--- src/drive_ref_pkg.sv ---
// Contract
// - policy 0: follow requested direction freely
// - policy 1: no reverse, panel/serial forced forward
// - policy 1: negative reference still cannot reverse
// - policy 2: latch direction when running starts
// - policy 2: ignore direction requests while running
// - policy 2: reference polarity may still reverse
// - display scale held within 10 to 9999
// - vector display: speed times scale over top
// - volts-hertz display: freq times scale over base
// - manual reference clamped to scaled min/max
// - scale affects displays only, never the command
// - read-only powered days counter, 0 to 9999
// - meter reset on clears days and log clock
// - meter reset returns itself to off
// - eight presets, each within min and max speed when written; a later min or max write does not reclamp them
// - presets used only for sources 2 to 7
// - three switches form code, first is msb
// - code zero: preset one or analog by source
package drive_ref_pkg;

    // ****************************************
    // register map (byte addresses)
    // ****************************************
    localparam int          ADR_W        = 8;
    localparam logic [7:0]  OFS_CTRL     = 8'h00;
    localparam logic [7:0]  OFS_SCALE    = 8'h04;
    localparam logic [7:0]  OFS_TOP      = 8'h08;
    localparam logic [7:0]  OFS_BASE     = 8'h0c;
    localparam logic [7:0]  OFS_MIN      = 8'h10;
    localparam logic [7:0]  OFS_MAX      = 8'h14;
    localparam logic [7:0]  OFS_MANUAL   = 8'h18;
    localparam logic [7:0]  OFS_MRESET   = 8'h1c;
    localparam logic [7:0]  OFS_DAYS     = 8'h20;
    localparam logic [7:0]  OFS_LOGCLK   = 8'h24;
    localparam logic [7:0]  OFS_STATUS   = 8'h28;
    localparam logic [7:0]  OFS_DSPEED   = 8'h2c;
    localparam logic [7:0]  OFS_DREF     = 8'h30;
    localparam logic [7:0]  OFS_MINLIM   = 8'h34;
    localparam logic [7:0]  OFS_MAXLIM   = 8'h38;
    localparam logic [7:0]  OFS_MANLIM   = 8'h3c;
    localparam logic [7:0]  OFS_PRESET0  = 8'h40;
    localparam logic [7:0]  OFS_PRESET7  = 8'h5c;

    // ****************************************
    // control field positions
    // ****************************************
    localparam int          CTRL_POL_LSB = 0;
    localparam int          CTRL_VEC_BIT = 2;
    localparam int          CTRL_SRC_LSB = 3;
    localparam int          CTRL_REV_BIT = 6;
    localparam int          CTRL_TRM_BIT = 7;
    localparam logic [7:0]  CTRL_RST     = 8'h00;

    // ****************************************
    // reset values and limits
    // ****************************************
    localparam logic [15:0] SCALE_RST    = 16'h0708;
    localparam logic [15:0] TOP_RST      = 16'h0708;
    localparam logic [15:0] BASE_RST     = 16'h003c;
    localparam logic [15:0] MIN_RST      = 16'h0000;
    localparam logic [15:0] MAX_RST      = 16'h003c;
    localparam logic [15:0] PRESET_RST   = 16'h0005;
    localparam logic [15:0] SCALE_MIN    = 16'h000a;
    localparam logic [15:0] SCALE_MAX    = 16'h270f;
    localparam logic [15:0] DAYS_MAX     = 16'h270f;

    // ****************************************
    // encodings
    // ****************************************
    localparam logic [1:0]  POL_FREE     = 2'h0;
    localparam logic [1:0]  POL_NOREV    = 2'h1;
    localparam logic [1:0]  POL_LATCH    = 2'h2;
    localparam logic [2:0]  SRC_PRE_LO   = 3'h2;
    localparam logic [2:0]  SRC_PRE_HI   = 3'h7;
    localparam logic [2:0]  SRC_ANA_LO   = 3'h5;

    // ****************************************
    // timing
    // ****************************************
    localparam longint      DAY_HOURS    = 24;
    localparam longint      CLK_HZ       = 250_000_000;
    localparam logic [47:0] DAY_CYCLES   = 48'(DAY_HOURS * 3600 * CLK_HZ);
    localparam logic [5:0]  DIV_STEPS    = 6'h20;

endpackage

--- src/drive_ref.sv ---
`timescale 1ns/1ps
`default_nettype none
module drive_ref
    import drive_ref_pkg::*;
#(
    parameter logic [47:0] DAY_CYCLES_P = DAY_CYCLES
)(
    // clock and reset
    input  wire logic        clk_i,
    input  wire logic        resetn_i,
    // wishbone slave
    input  wire logic        wb_cyc_i,
    input  wire logic        wb_stb_i,
    input  wire logic        wb_we_i,
    input  wire logic [ADR_W-1:0] wb_adr_i,
    input  wire logic [3:0]  wb_sel_i,
    input  wire logic [31:0] wb_dat_i,
    output logic [31:0]      wb_dat_o,
    output logic             wb_ack_o,
    // terminal strip pins
    input  wire logic [2:0]  preset_sw_i,
    input  wire logic        term_rev_i,
    // regulator side
    input  wire logic        running_i,
    input  wire logic        ref_neg_i,
    input  wire logic [15:0] analog_ref_i,
    input  wire logic [15:0] speed_rpm_i,
    input  wire logic [15:0] out_freq_i,
    output logic             dir_rev_o,
    output logic [15:0]      speed_ref_o
);
    import drive_ref_pkg::*;

    typedef enum logic [1:0] {S_IDLE, S_START, S_WAIT} seq_type;

    // ****************************************
    // helpers
    // ****************************************
    function automatic logic [15:0] clamp16(input logic [15:0] v,
                                            input logic [15:0] lo,
                                            input logic [15:0] hi);
        clamp16 = (v < lo) ? lo : ((v > hi) ? hi : v);
    endfunction

    function automatic logic [15:0] merge16(input logic [15:0] old,
                                            input logic [31:0] d,
                                            input logic [3:0]  sel);
        merge16 = {sel[1] ? d[15:8] : old[15:8], sel[0] ? d[7:0] : old[7:0]};
    endfunction

    // ****************************************
    // pin synchronisers
    // ****************************************
    logic [3:0] pin_meta_r;
    logic [3:0] pin_sync_r;
    always_ff @(posedge clk_i or negedge resetn_i) begin
        if (!resetn_i) begin
            pin_meta_r <= 4'h0;
            pin_sync_r <= 4'h0;
        end else begin
            pin_meta_r <= {term_rev_i, preset_sw_i};
            pin_sync_r <= pin_meta_r;
        end
    end
    wire [2:0] preset_code = pin_sync_r[2:0];
    wire       term_rev    = pin_sync_r[3];

    // ****************************************
    // registers
    // ****************************************
    logic [7:0]  ctrl_r;
    logic [15:0] scale_r, top_r, base_r, min_r, max_r, manual_r;
    logic [15:0] preset_r [8];
    logic        mreset_r;
    logic [15:0] days_r;
    logic [47:0] subday_r;
    logic        run_prev_r;
    logic        dir_latch_r;
    logic [15:0] dspeed_r, dref_r, minlim_r, maxlim_r;

    wire [1:0] policy   = ctrl_r[CTRL_POL_LSB +: 2];
    wire       vec_mode = ctrl_r[CTRL_VEC_BIT];
    wire [2:0] ref_src  = ctrl_r[CTRL_SRC_LSB +: 3];
    wire       sw_rev   = ctrl_r[CTRL_REV_BIT];
    wire       use_term = ctrl_r[CTRL_TRM_BIT];

    // ****************************************
    // bus decode
    // ****************************************
    wire         bus_req  = wb_cyc_i && wb_stb_i && !wb_ack_o;
    wire         bus_wr   = bus_req && wb_we_i;
    wire [7:0]   adr      = {wb_adr_i[7:2], 2'b00};
    wire         is_pre   = (adr >= OFS_PRESET0) && (adr <= OFS_PRESET7);
    wire [2:0]   pre_idx  = 3'(adr[4:2]);
    wire [15:0]  wr_scale = clamp16(merge16(scale_r, wb_dat_i, wb_sel_i),
                                    SCALE_MIN, SCALE_MAX);
    wire [15:0]  wr_pre   = clamp16(merge16(preset_r[pre_idx], wb_dat_i,
                                    wb_sel_i), min_r, max_r);
    wire [15:0]  manlim   = clamp16(manual_r, minlim_r, maxlim_r);
    wire [15:0]  status   = {8'h00, preset_code, dir_latch_r, dir_rev_o,
                             running_i, policy};

    logic [15:0] rd_mux;
    always_comb begin
        rd_mux = 16'h0000;
        if (is_pre) begin
            rd_mux = preset_r[pre_idx];
        end else begin
            case (adr)
                OFS_CTRL:   rd_mux = {8'h00, ctrl_r};
                OFS_SCALE:  rd_mux = scale_r;
                OFS_TOP:    rd_mux = top_r;
                OFS_BASE:   rd_mux = base_r;
                OFS_MIN:    rd_mux = min_r;
                OFS_MAX:    rd_mux = max_r;
                OFS_MANUAL: rd_mux = manual_r;
                OFS_MRESET: rd_mux = {15'h0000, mreset_r};
                OFS_DAYS:   rd_mux = days_r;
                OFS_LOGCLK: rd_mux = subday_r[47:32];
                OFS_STATUS: rd_mux = status;
                OFS_DSPEED: rd_mux = dspeed_r;
                OFS_DREF:   rd_mux = dref_r;
                OFS_MINLIM: rd_mux = minlim_r;
                OFS_MAXLIM: rd_mux = maxlim_r;
                OFS_MANLIM: rd_mux = manlim;
                default:    rd_mux = 16'h0000;
            endcase
        end
    end

    always_ff @(posedge clk_i or negedge resetn_i) begin
        if (!resetn_i) begin
            wb_ack_o <= 1'b0;
            wb_dat_o <= 32'h0;
        end else begin
            wb_ack_o <= bus_req;
            wb_dat_o <= bus_req ? {16'h0000, rd_mux} : 32'h0;
        end
    end

    // ****************************************
    // control register; policy 1 pins the
    // panel/serial direction to forward
    // ****************************************
    wire [7:0] ctrl_wr  = (bus_wr && adr == OFS_CTRL && wb_sel_i[0])
                          ? wb_dat_i[7:0] : ctrl_r;
    wire       force_fw = ctrl_wr[CTRL_POL_LSB +: 2] == POL_NOREV;
    wire [7:0] ctrl_nxt = force_fw ? (ctrl_wr & ~(8'h01 << CTRL_REV_BIT))
                                   : ctrl_wr;

    always_ff @(posedge clk_i or negedge resetn_i) begin
        if (!resetn_i) begin
            ctrl_r   <= CTRL_RST;
            scale_r  <= SCALE_RST;
            top_r    <= TOP_RST;
            base_r   <= BASE_RST;
            min_r    <= MIN_RST;
            max_r    <= MAX_RST;
            manual_r <= MIN_RST;
        end else begin
            ctrl_r <= ctrl_nxt;
            if (bus_wr) begin
                case (adr)
                    OFS_SCALE:  scale_r  <= wr_scale;
                    OFS_TOP:    top_r    <= merge16(top_r, wb_dat_i, wb_sel_i);
                    OFS_BASE:   base_r   <= merge16(base_r, wb_dat_i,
                                                    wb_sel_i);
                    OFS_MIN:    min_r    <= merge16(min_r, wb_dat_i, wb_sel_i);
                    OFS_MAX:    max_r    <= merge16(max_r, wb_dat_i, wb_sel_i);
                    OFS_MANUAL: manual_r <= merge16(manual_r, wb_dat_i,
                                                    wb_sel_i);
                    default:    ;
                endcase
            end
        end
    end

    // presets are clamped to min..max on write; a later min or max write does not reclamp them
    always_ff @(posedge clk_i or negedge resetn_i) begin
        if (!resetn_i) begin
            for (int i = 0; i < 8; i++) begin
                preset_r[i] <= PRESET_RST;
            end
        end else if (bus_wr && is_pre) begin
            preset_r[pre_idx] <= wr_pre;
        end
    end

    // ****************************************
    // elapsed days meter
    // ****************************************
    wire mreset_wr  = bus_wr && adr == OFS_MRESET && wb_sel_i[0]
                      && wb_dat_i[0];
    wire day_done   = subday_r == DAY_CYCLES_P - 48'h1;
    wire [15:0] days_inc = (days_r == DAYS_MAX) ? days_r : days_r + 16'h1;

    always_ff @(posedge clk_i or negedge resetn_i) begin
        if (!resetn_i) begin
            mreset_r <= 1'b0;
            days_r   <= 16'h0000;
            subday_r <= 48'h0;
        end else begin
            mreset_r <= mreset_wr;
            if (mreset_r) begin
                days_r   <= 16'h0000;
                subday_r <= 48'h0;
            end else if (day_done) begin
                subday_r <= 48'h0;
                days_r   <= days_inc;
            end else begin
                subday_r <= subday_r + 48'h1;
            end
        end
    end

    // ****************************************
    // direction policy
    // ****************************************
    wire req_rev   = use_term ? term_rev : sw_rev;
    wire run_start = running_i && !run_prev_r;
    wire rev_base  = (policy == POL_LATCH) ? dir_latch_r : req_rev;
    // polarity of the reference still flips direction except under policy 1
    wire rev_nxt   = (policy == POL_NOREV) ? 1'b0
                   : (rev_base ^ ref_neg_i);

    always_ff @(posedge clk_i or negedge resetn_i) begin
        if (!resetn_i) begin
            run_prev_r  <= 1'b0;
            dir_latch_r <= 1'b0;
            dir_rev_o   <= 1'b0;
        end else begin
            run_prev_r <= running_i;
            dir_rev_o  <= rev_nxt;
            if (!running_i || run_start) begin
                dir_latch_r <= req_rev;
            end
        end
    end

    // ****************************************
    // reference select, never scaled
    // ****************************************
    wire in_pre   = (ref_src >= SRC_PRE_LO) && (ref_src <= SRC_PRE_HI);
    wire zero_ana = ref_src >= SRC_ANA_LO;
    wire [15:0] pre_ref = (preset_code == 3'h0 && zero_ana)
                          ? analog_ref_i : preset_r[preset_code];
    wire [15:0] sel_ref = in_pre ? pre_ref : analog_ref_i;

    always_ff @(posedge clk_i or negedge resetn_i) begin
        if (!resetn_i) begin
            speed_ref_o <= 16'h0000;
        end else begin
            speed_ref_o <= sel_ref;
        end
    end

    // ****************************************
    // display scaling sequencer
    // ****************************************
    seq_type     st_r;
    logic [1:0]  job_r;
    logic        div_start;
    logic        div_done;
    logic [15:0] div_quo;
    wire  [15:0] den     = vec_mode ? top_r : base_r;
    wire  [15:0] actual  = vec_mode ? speed_rpm_i : out_freq_i;
    logic [15:0] job_val;
    always_comb begin
        case (job_r)
            2'h0:    job_val = actual;
            2'h1:    job_val = speed_ref_o;
            2'h2:    job_val = min_r;
            default: job_val = max_r;
        endcase
    end
    wire [31:0] num = job_val * scale_r;

    assign div_start = st_r == S_START;

    scale_div u_div (
        .clk_i    (clk_i),
        .resetn_i (resetn_i),
        .start_i  (div_start),
        .num_i    (num),
        .den_i    (den),
        .done_o   (div_done),
        .quo_o    (div_quo)
    );

    always_ff @(posedge clk_i or negedge resetn_i) begin
        if (!resetn_i) begin
            st_r     <= S_IDLE;
            job_r    <= 2'h0;
            dspeed_r <= 16'h0000;
            dref_r   <= 16'h0000;
            minlim_r <= 16'h0000;
            maxlim_r <= 16'h0000;
        end else begin
            case (st_r)
                S_IDLE:  st_r <= S_START;
                S_START: st_r <= S_WAIT;
                S_WAIT: begin
                    if (div_done) begin
                        case (job_r)
                            2'h0:    dspeed_r <= div_quo;
                            2'h1:    dref_r   <= div_quo;
                            2'h2:    minlim_r <= div_quo;
                            default: maxlim_r <= div_quo;
                        endcase
                        job_r <= job_r + 2'h1;
                        st_r  <= S_IDLE;
                    end
                end
                default: st_r <= S_IDLE;
            endcase
        end
    end

    // ****************************************
    // checks
    // ****************************************
    a_ack_one_cycle: assert property (@(posedge clk_i)
        disable iff (!resetn_i)
        wb_ack_o |=> !wb_ack_o)
        else $error("ack held two cycles");
    a_ack_after_req: assert property (@(posedge clk_i)
        disable iff (!resetn_i)
        (wb_cyc_i && wb_stb_i && !wb_ack_o) |=> wb_ack_o)
        else $error("request not acked next cycle");
    a_norev_forward: assert property (@(posedge clk_i)
        disable iff (!resetn_i)
        (policy == POL_NOREV) |=> !dir_rev_o)
        else $error("reverse seen under policy 1");
    a_panel_forced: assert property (@(posedge clk_i)
        disable iff (!resetn_i)
        (policy == POL_NOREV) |-> !sw_rev)
        else $error("panel direction not forced forward");
    a_latch_holds: assert property (@(posedge clk_i)
        disable iff (!resetn_i)
        (running_i && run_prev_r) |=> $stable(dir_latch_r))
        else $error("latch moved while running");
    a_latch_polarity: assert property (@(posedge clk_i)
        disable iff (!resetn_i)
        (policy == POL_LATCH) |=> dir_rev_o ==
            ($past(dir_latch_r) ^ $past(ref_neg_i)))
        else $error("policy 2 direction wrong");
    a_scale_range: assert property (@(posedge clk_i)
        disable iff (!resetn_i)
        scale_r >= SCALE_MIN && scale_r <= SCALE_MAX)
        else $error("scale out of range");
    a_meter_clear: assert property (@(posedge clk_i)
        disable iff (!resetn_i)
        mreset_r |=> days_r == 16'h0000 && subday_r == 48'h0 && !mreset_r)
        else $error("meter reset did not clear");
    a_days_sat: assert property (@(posedge clk_i)
        disable iff (!resetn_i)
        days_r <= DAYS_MAX)
        else $error("days beyond limit");
    a_preset_pick: assert property (@(posedge clk_i)
        disable iff (!resetn_i)
        (in_pre && preset_code != 3'h0) |=>
            speed_ref_o == $past(preset_r[preset_code]))
        else $error("wrong preset selected");

endmodule // drive_ref
`default_nettype wire

--- src/scale_div.sv ---
`timescale 1ns/1ps
`default_nettype none
// ****************************************
// sequential restoring divider, saturating
// ****************************************
module scale_div
    import drive_ref_pkg::*;
(
    // clock and reset
    input  wire logic        clk_i,
    input  wire logic        resetn_i,
    // request
    input  wire logic        start_i,
    input  wire logic [31:0] num_i,
    input  wire logic [15:0] den_i,
    // answer
    output logic             done_o,
    output logic [15:0]      quo_o
);
    logic [31:0] q_r;
    logic [16:0] rem_r;
    logic [15:0] den_r;
    logic [5:0]  cnt_r;
    logic        busy_r;
    wire  [16:0] rem_sh  = {rem_r[15:0], q_r[31]};
    wire         fits    = rem_sh >= {1'b0, den_r};
    wire  [16:0] rem_nxt = fits ? rem_sh - {1'b0, den_r} : rem_sh;
    // a zero divisor or an oversize result reads as full scale
    wire         sat     = (den_r == 16'h0000) || (q_r[31:16] != 16'h0000);

    always_ff @(posedge clk_i or negedge resetn_i) begin
        if (!resetn_i) begin
            q_r    <= 32'h0;
            rem_r  <= 17'h0;
            den_r  <= 16'h0;
            cnt_r  <= 6'h0;
            busy_r <= 1'b0;
            done_o <= 1'b0;
            quo_o  <= 16'h0;
        end else begin
            done_o <= 1'b0;
            if (start_i && !busy_r) begin
                q_r    <= num_i;
                rem_r  <= 17'h0;
                den_r  <= den_i;
                cnt_r  <= 6'h0;
                busy_r <= 1'b1;
            end else if (busy_r) begin
                if (cnt_r == DIV_STEPS) begin
                    busy_r <= 1'b0;
                    done_o <= 1'b1;
                    quo_o  <= sat ? 16'hffff : q_r[15:0];
                end else begin
                    rem_r <= rem_nxt;
                    q_r   <= {q_r[30:0], fits};
                    cnt_r <= cnt_r + 6'h1;
                end
            end
        end
    end
endmodule // scale_div
`default_nettype wire

--- config.mk ---
export PLATFORM = sky130hd
export DESIGN_NAME = drive_ref
export DESIGN_NICKNAME = d
export VERILOG_FILES = /design/src/drive_ref_pkg.sv /design/src/drive_ref.sv /design/src/scale_div.sv
export SDC_FILE = /design/constraint.sdc
export NUM_CORES = 2
export LEC_CHECK = 0
export BUFFER_PORTS_ARGS = -buffer_cell sky130_fd_sc_hd__clkbuf_2
export CELL_PAD_IN_SITES_DETAIL_PLACEMENT = 1
export CELL_PAD_IN_SITES_GLOBAL_PLACEMENT = 1
export CORE_MARGIN = 2
export CORE_UTILIZATION = 45
export CTS_CLUSTER_SIZE = 40
export DETAILED_ROUTE_END_ITERATION = 8
export PLACE_DENSITY = 0.85
export SLEW_MARGIN = 20
export SYNTH_ARGS = -nofsm -noshare
export SYNTH_HDL_FRONTEND = slang
export SYNTH_SLANG_ARGS = --single-unit
--- constraint.sdc ---
create_clock -name clk_i -period 7.5 [get_ports clk_i]
set_input_delay 1.125 -clock clk_i [delete_from_list [all_inputs] [get_ports clk_i]]
set_output_delay 1.125 -clock clk_i [all_outputs]
set_load 0.02 [all_outputs]
# [Word level (Yosys, flattened, before mapping)]
# Cells that the tools add are included.
[totals] regBits=497 mem_count=0 word_cells=205 latch_bits=0 inputBits=103 rom_bits=0 mem_bits_rw=0
[classes] n_mul=1 n_mux=56 magnitude_cmp=15 n_reduce_logical=50 n_eq_ne=28 div=0 n_shift=0 bitwise=5 n_addsub=5
[ops] op="$mux 16" count=25
[ops] op="$pmux 16 s16" count=1
[ops] op="$bwmux 128" count=1
[ops] op="$bmux 16 s3" count=2
[ops] op="$mux 32" count=3
[ops] op="$mux 48" count=2
[ops] op="$add 48x1->48 const B" count=1
[ops] op="$demux 16 s3" count=1
[ops] op="$eq 48x45->1 const B" count=1
[ops] op="$eq 6x4->1 const B" count=8
[ops] op="$pmux 16 s3" count=1
[ops] op="$reduce_and 3->1" count=15
[ops] op="$mux 8" count=5
[ops] op="$gt 16x16->1" count=2
[ops] op="$lt 16x16->1" count=2
[ops] op="$mul 16x16->32" count=1
[ops] op="$eq 6x3->1 const B" count=4
[ops] op="$mux 6" count=3
[ops] op="$ge 17x16->1" count=1
[ops] op="$add 16x1->16 const B" count=1
[ops] op="$eq 16x14->1 const B" count=1
[ops] op="$gt 16x14->1 const B" count=1
[ops] op="$logic_not 16->1" count=1
[ops] op="$lt 16x4->1 const B" count=1
[ops] op="34 further kinds" count=76

# [Depth between registers and ports, before layout]
[logic_depth] word_depth=9 mapped_depth=29 ltp_nobuf=26

# [By module]
# From an unflattened synthesis, not the netlist that was laid out.
[hier_totals] cells_unflattened=3364 hier_area_um2=35948.2
[modules_own_cells] module="drive_ref" cells_each=2874 n_inst=1 area_each_um2=31293.8
[modules_own_cells] module="scale_div" cells_each=490 n_inst=1 area_each_um2=4654.5

# [Least setup slack after synthesis]
# Ideal clock, no wire load.
[synth_timing] kind="input-to-reg" startpoint="input port speed_rpm_i[3]" endpoint="register u_div.q_r[30]" slack_ns=-0.128 required_time_ns=7.431 arrival_ns=7.559 path_stages=25 n_path_buf=2 setup_ns=0.069 cell_sequence="mux2_2 -> a222oi_1 -> mux2i_1 -> clkbuf_1 -> and2_1 -> fa_1 -> inv_1 -> fa_1 -> inv_1 -> fa_1 -> fa_1 -> fa_1 -> inv_1 -> fa_1 -> inv_1 -> ha_1 -> clkbuf_1 -> nand4_1 -> nor2_1 -> a311o_1 -> o211ai_1 -> a21oi_1 -> a221oi_1 -> or4b_2 -> nand3_1"
[synth_between] elab_chain_len=4
[synth_lines] item="start: declaration" line="drive_ref.sv:27" text="input wire logic [15:0] speed_rpm_i,"
[synth_lines] item="$mux 16" line="drive_ref.sv:266" text="wire [15:0] actual = vec_mode ? speed_rpm_i : out_freq_i;"
[synth_lines] item="$pmux 16 s3" line="drive_ref.sv:269" text="case (job_r)"
[synth_lines] item="$mul 16x16->32" line="drive_ref.sv:276" text="wire [31:0] num = job_val * scale_r;"
[synth_lines] item="$mux 32" line="scale_div.sv:42" text="if (start_i && !busy_r) begin"
[synth_lines] item="end signal: assignment" line="scale_div.sv:43" text="q_r <= num_i;"
[synth_lines] item="end signal: assignment" line="scale_div.sv:55" text="q_r <= {q_r[30:0], fits};"
[synth_lines] item="end: declaration" line="scale_div.sv:20" text="logic [31:0] q_r;"
# Every way passes these cells.
# A chain may end at the register's enable or synchronous reset.

# [Final worst setup path]
[layout_timing] startpoint="register ctrl_r[2]" endpoint="register u_div.q_r[30]"
[layout_between] elab_chain_len=4
[layout_lines] item="start: declaration" line="drive_ref.sv:71" text="logic [7:0] ctrl_r;"
[layout_lines] item="start signal: assignment" line="drive_ref.sv:161" text="ctrl_r <= ctrl_nxt;"
[layout_lines] item="$mux 16" line="drive_ref.sv:266"
[layout_lines] item="$pmux 16 s3" line="drive_ref.sv:269"
[layout_lines] item="$mul 16x16->32" line="drive_ref.sv:276"
[layout_lines] item="$mux 32" line="scale_div.sv:42"
# Every way passes these cells.

==> run summary <==
The mean area per synthesized cell was 10.0 sq um; the number of distinct standard cells referenced by the synthesized netlist was 85. Area enclosed by the die boundary: 80,400 sq um. For the pin with the worst max-slew slack, the measured transition is 1.12 ns. Leaving out filler cells and counting taps, the final layout contains 4,743.

By area the synthesized netlist is led by sky130_fd_sc_hd__dfrtp_1, sky130_fd_sc_hd__fa_1, sky130_fd_sc_hd__ha_1, sky130_fd_sc_hd__mux2_2, sky130_fd_sc_hd__nand2_1. Most utilized layer in the global route result: met2. The antenna diode instance count is 0, and the routed wire length per instance is 25.9 um.

The tools report the internal power summed over all cells as 5180 uW. The critical-path maximum fanout was 7. The Yosys step of the flow raised 0 warnings. The number of antenna violations at the first check in global routing is 4, and the initial DRC count is 2,539.

Relative to the synthesized area, the layout overhead comes to 12.8%. The min-delay analysis places its worst path in the category register to register. For this run, the leading register cell type out of synthesis is sky130_fd_sc_hd__dfrtp_1. The met2 global-route usage was 0.500; the standard-cell row count was 102. The final setup slack of the worst path was 0.00965 ns.

Based on the critical path, the design can be clocked at up to 134 MHz. Setup violations remaining at the end of the flow were counted as 0. The number of synthesized flops with an enable pin is 0, and the part of the power in registers is 0.395. The congestion estimate from routability-driven global placement came to 0.941. The overall die width is 283 um, and the wire length after detailed routing is 123 mm. The area fraction in and, or, nand and nor cells after synthesis came out at 0.133. The cell sitting at the root of the clock tree is a sky130_fd_sc_hd__clkbuf_16.

The post-synthesis xor/xnor area fraction is 0.0222. The share of cell area taken by muxes after synthesis was 0.123; the net switching fraction of the power was 0.318. Largest family of logic cells by synthesized area: adder cells. The share of the synthesized area in compound gates (AO/OA/AOI/OAI) came out at 0.127. The analysis attributes to net switching a power of 2420 uW. In this run the cell area of the synthesized design comes to 35,100 sq um. The tools report the global routing usage summed across all routing layers as 0.299.

The type of origin of the critical path was a register. The part of the power in combinational logic is 0.244. For this design the top-level I/O count stands at 153. Across the run, the number of max-cap violations was 0.

The floorplan step set the die height to 283 um. The tools report the global-route met1 utilization as 0.368. Setup repair after global routing could not meet its margin everywhere. The worst relative slew slack is 0.233, and the clock latency on the worst-skew pair is 0.66 ns. The initial standard-cell utilization of the core was 0.454; the async set-or-reset flop fraction in the synthesized netlist was 1.00. The via density per instance came out at 6.17. The largest total area in the synthesized netlist belongs to sky130_fd_sc_hd__dfrtp_1.

The power density over the cells is 192 nW/um^2, and the first-pass GRT wire length is 187 mm. VDD sags by at most 0.000182 V. By instance count, the leading cell after synthesis is sky130_fd_sc_hd__dfrtp_1. The number of buffers added on ports works out to 116.

The number of H-tree levels is 2, and the setup slack after placement is -0.551 ns. The worst path arrival time was 8.05 ns. The logs give 31,700 for the via count of the first global-routing pass and 0.0478 for the met3 track utilization from global routing. After clock tree synthesis, the flow added hold-fix buffers numbering 0. The analysis attributes to cell leakage a power of 0.0181 uW. For this design, the sink count on the clock tree is 497. The number of synthesized register bits was 497.

For this run, design rule violations remaining after detail routing come to 0. After technology mapping, the gate count stands at 3,513. After clock tree synthesis, the clock-pin slew on the worst setup and hold paths is 0.07 ns. The net count of the finished layout is 4,147. After global routing the overflow that remains totals 0. The final count of hold timing violations is 0. Core outline area: 77,300 sq um. The count of pins over their slew limit is 0, and the number of cells after detailed placement is 4,629. The nature of the critical path endpoint was a register. In this run, CTS created clock tree buffers numbering 54.

Between clock sinks in the finished design, the worst skew comes to 0.0558 ns. The share of the synthesized area in the top cell type is 0.331. Entering global routing, the biggest net connects 158 pins. The tools report the data required time at the worst endpoint as 8.06 ns. The worst setup path is of the register to register kind.

Detailed placement ended at an HPWL of 88.8 mm. The first TritonRoute pass finished after 8 iterations. The residual antenna-violating net count after detailed routing was 0. TritonCTS built the clock tree. The post-synthesis share of cell area spent on full adders, half adders and majority gates was 0.179. Sorting the synthesized cells by how often they occur yields sky130_fd_sc_hd__dfrtp_1, sky130_fd_sc_hd__nand2_1, sky130_fd_sc_hd__inv_1, sky130_fd_sc_hd__o21ai_0, sky130_fd_sc_hd__fa_1. The fraction of final layout cells sized beyond drive strength 1 works out to 0.191. The share of the yosys chip area belonging to registers is 0.355, and the share of the clock period used by the worst path after layout is 0.999.

Shortest clock period the worst path allows after layout: 7.49 ns. The run finished with clean final reports. For the final routed database, the setup TNS stands at 0 ns. The longest clock path from root to sink contains 3 buffers. The logs give 0.361 for the clock network fraction of total power and 29,300 for the count of vias placed by the detailed router.
-- logic make-up (layout without fill, tap and decap cells) --
group,Yosys count,in the layout
simple gates,986,986
other cells,1,16
buf+inv,545,720
fa+ha+maj,385,385
xor+xnor,89,89
mux,320,320
flops,497,497
compound gates,690,690
-- cell usage in the layout, fill, tap and decap left out, types with 15 or more instances in the layout --
cell type and n:
sky130_fd_sc_hd__a22o_1 27, sky130_fd_sc_hd__a22oi_1 96, sky130_fd_sc_hd__nand2b_1 17, sky130_fd_sc_hd__buf_4 150, sky130_fd_sc_hd__mux2i_1 80, sky130_fd_sc_hd__a21o_1 28, sky130_fd_sc_hd__a211oi_1 16, sky130_fd_sc_hd__inv_1 335
sky130_fd_sc_hd__clkbuf_16 54, sky130_fd_sc_hd__nand3_1 59, sky130_fd_sc_hd__nand2_1 430, sky130_fd_sc_hd__and3_1 15, sky130_fd_sc_hd__nor4_1 15, sky130_fd_sc_hd__nor2b_1 18, sky130_fd_sc_hd__clkbuf_1 18, sky130_fd_sc_hd__and2_1 119
sky130_fd_sc_hd__nor2_1 157, sky130_fd_sc_hd__xor2_1 50, sky130_fd_sc_hd__clkbuf_2 115, sky130_fd_sc_hd__o22a_1 16, sky130_fd_sc_hd__a221oi_1 19, sky130_fd_sc_hd__mux4_2 64, sky130_fd_sc_hd__xnor2_1 39, sky130_fd_sc_hd__a21oi_1 90
sky130_fd_sc_hd__dfrtp_1 463, sky130_fd_sc_hd__nand4_1 39, sky130_fd_sc_hd__dfstp_2 32, sky130_fd_sc_hd__nor3_1 40, sky130_fd_sc_hd__fa_1 193, sky130_fd_sc_hd__conb_1 16, sky130_fd_sc_hd__a222oi_1 17, sky130_fd_sc_hd__o21ai_0 252
sky130_fd_sc_hd__mux2_2 159, sky130_fd_sc_hd__ha_1 181
-- power by group through the flow --
stage / clock, uW / sequential [uW] / combinational (uW)
6_report: 2740 / 3000 / 1860
5_1_grt: 2870 / 3020 / 2050
4_1_cts: 2770 / 3000 / 1770
3_5_place_dp: 0 / 3040 / 1730
3_3_place_gp: 0 / 3030 / 1630
2_1_floorplan: 0 / 2980 / 1170
-- metrics by stage --
stage	utilization	cell area [sq um]	hold slack, ns	total power (uW)
floorplan	-	35200	0.331	4140
CTS	0.509	39300	0.349	7540
finish	0.513	39700	0.346	7600
global route	0.513	39700	0.359	7940
detailed placement	0.484	37500	0.336	4770
global placement	0.484	37500	0.332	4660
-- state kept, by name (all words and copies together), names as in the netlist, 16 cells and up --
register and cells:
dspeed_r 16, max_r 16, u_div.den_r 16, manual_r 16, days_r 16, min_r 16, u_div.quo_o 16, base_r 16
u_div.rem_r 16, u_div.q_r 32, preset_r 128, top_r 16, maxlim_r 16, dref_r 16, scale_r 16, subday_r 48
minlim_r 16, wb_dat_o 16, speed_ref_o 16
-- worst max-delay path, stage by stage, from the launching register on --
cell and delay, ns:
sky130_fd_sc_hd__dfrtp_2 0.45, sky130_fd_sc_hd__buf_12 0.17, sky130_fd_sc_hd__buf_12 0.15, sky130_fd_sc_hd__mux2_4 0.32, sky130_fd_sc_hd__a222oi_1 0.42, sky130_fd_sc_hd__mux2i_2 0.27, sky130_fd_sc_hd__buf_6 0.21, sky130_fd_sc_hd__nand2_1 0.09
sky130_fd_sc_hd__fa_1 0.44, sky130_fd_sc_hd__fa_1 0.52, sky130_fd_sc_hd__inv_1 0.07, sky130_fd_sc_hd__fa_1 0.51, sky130_fd_sc_hd__fa_1 0.52, sky130_fd_sc_hd__fa_1 0.54, sky130_fd_sc_hd__inv_1 0.07, sky130_fd_sc_hd__fa_1 0.61
sky130_fd_sc_hd__inv_1 0.11, sky130_fd_sc_hd__ha_4 0.30, sky130_fd_sc_hd__nand4_1 0.12, sky130_fd_sc_hd__nor2_2 0.14, sky130_fd_sc_hd__a311o_1 0.21, sky130_fd_sc_hd__o211ai_1 0.09, sky130_fd_sc_hd__buf_4 0.17, sky130_fd_sc_hd__a21oi_4 0.18
sky130_fd_sc_hd__a221oi_2 0.09, sky130_fd_sc_hd__or4b_4 0.52, sky130_fd_sc_hd__nand3_1 0.09
-- final timing paths --
path,startpoint,to,slack (ns),cells after the start
max in group asynchronous,resetn_i,preset_r[118]$_DFFE_PN0P_,5.66,2
min in group asynchronous,resetn_i,u_div.rem_r[4]$_DFFE_PN0P_,0.44,1
worst max-delay path,ctrl_r[2]$_DFFE_PN0P_,u_div.q_r[30]$_DFFE_PN0P_,0.01,26
worst max register to register,ctrl_r[2]$_DFFE_PN0P_,u_div.q_r[30]$_DFFE_PN0P_,0.01,26
worst min-delay path,pin_meta_r[3]$_DFF_PN0_,pin_sync_r[3]$_DFF_PN0_,0.35,0
worst min register to register,pin_meta_r[3]$_DFF_PN0_,pin_sync_r[3]$_DFF_PN0_,0.35,0
-- layout make-up --
type	count	area [sq um]
Inverter	341	1280
Timing Repair Buffer	279	1930
Sequential cell	497	12500
Clock buffer	84	1580
Fill cell	8582	37700
Multi-Input combinational cell	2486	20900
Clock inverter	16	219
Tap cell	1040	1300
-- routing by layer --
| metal | part of all wire | vias up |
|---|---|---|
| li1 | - | 12400 |
| met5 | 0.00011 | - |
| met1 | 0.38 | 15000 |
| met2 | 0.48 | 1349 |
| met3 | 0.074 | 494 |
| met4 | 0.066 | 2 |
-- what timing repair did --
item / 4_1_cts / 5_1_grt
gates resized for setup: 7 / 54
pin swaps: 5 / 60
setup endpoints to repair: 4 / 13
buffers inserted: 1 / 13
Note: power is estimated with default switching activity, not from simulation.
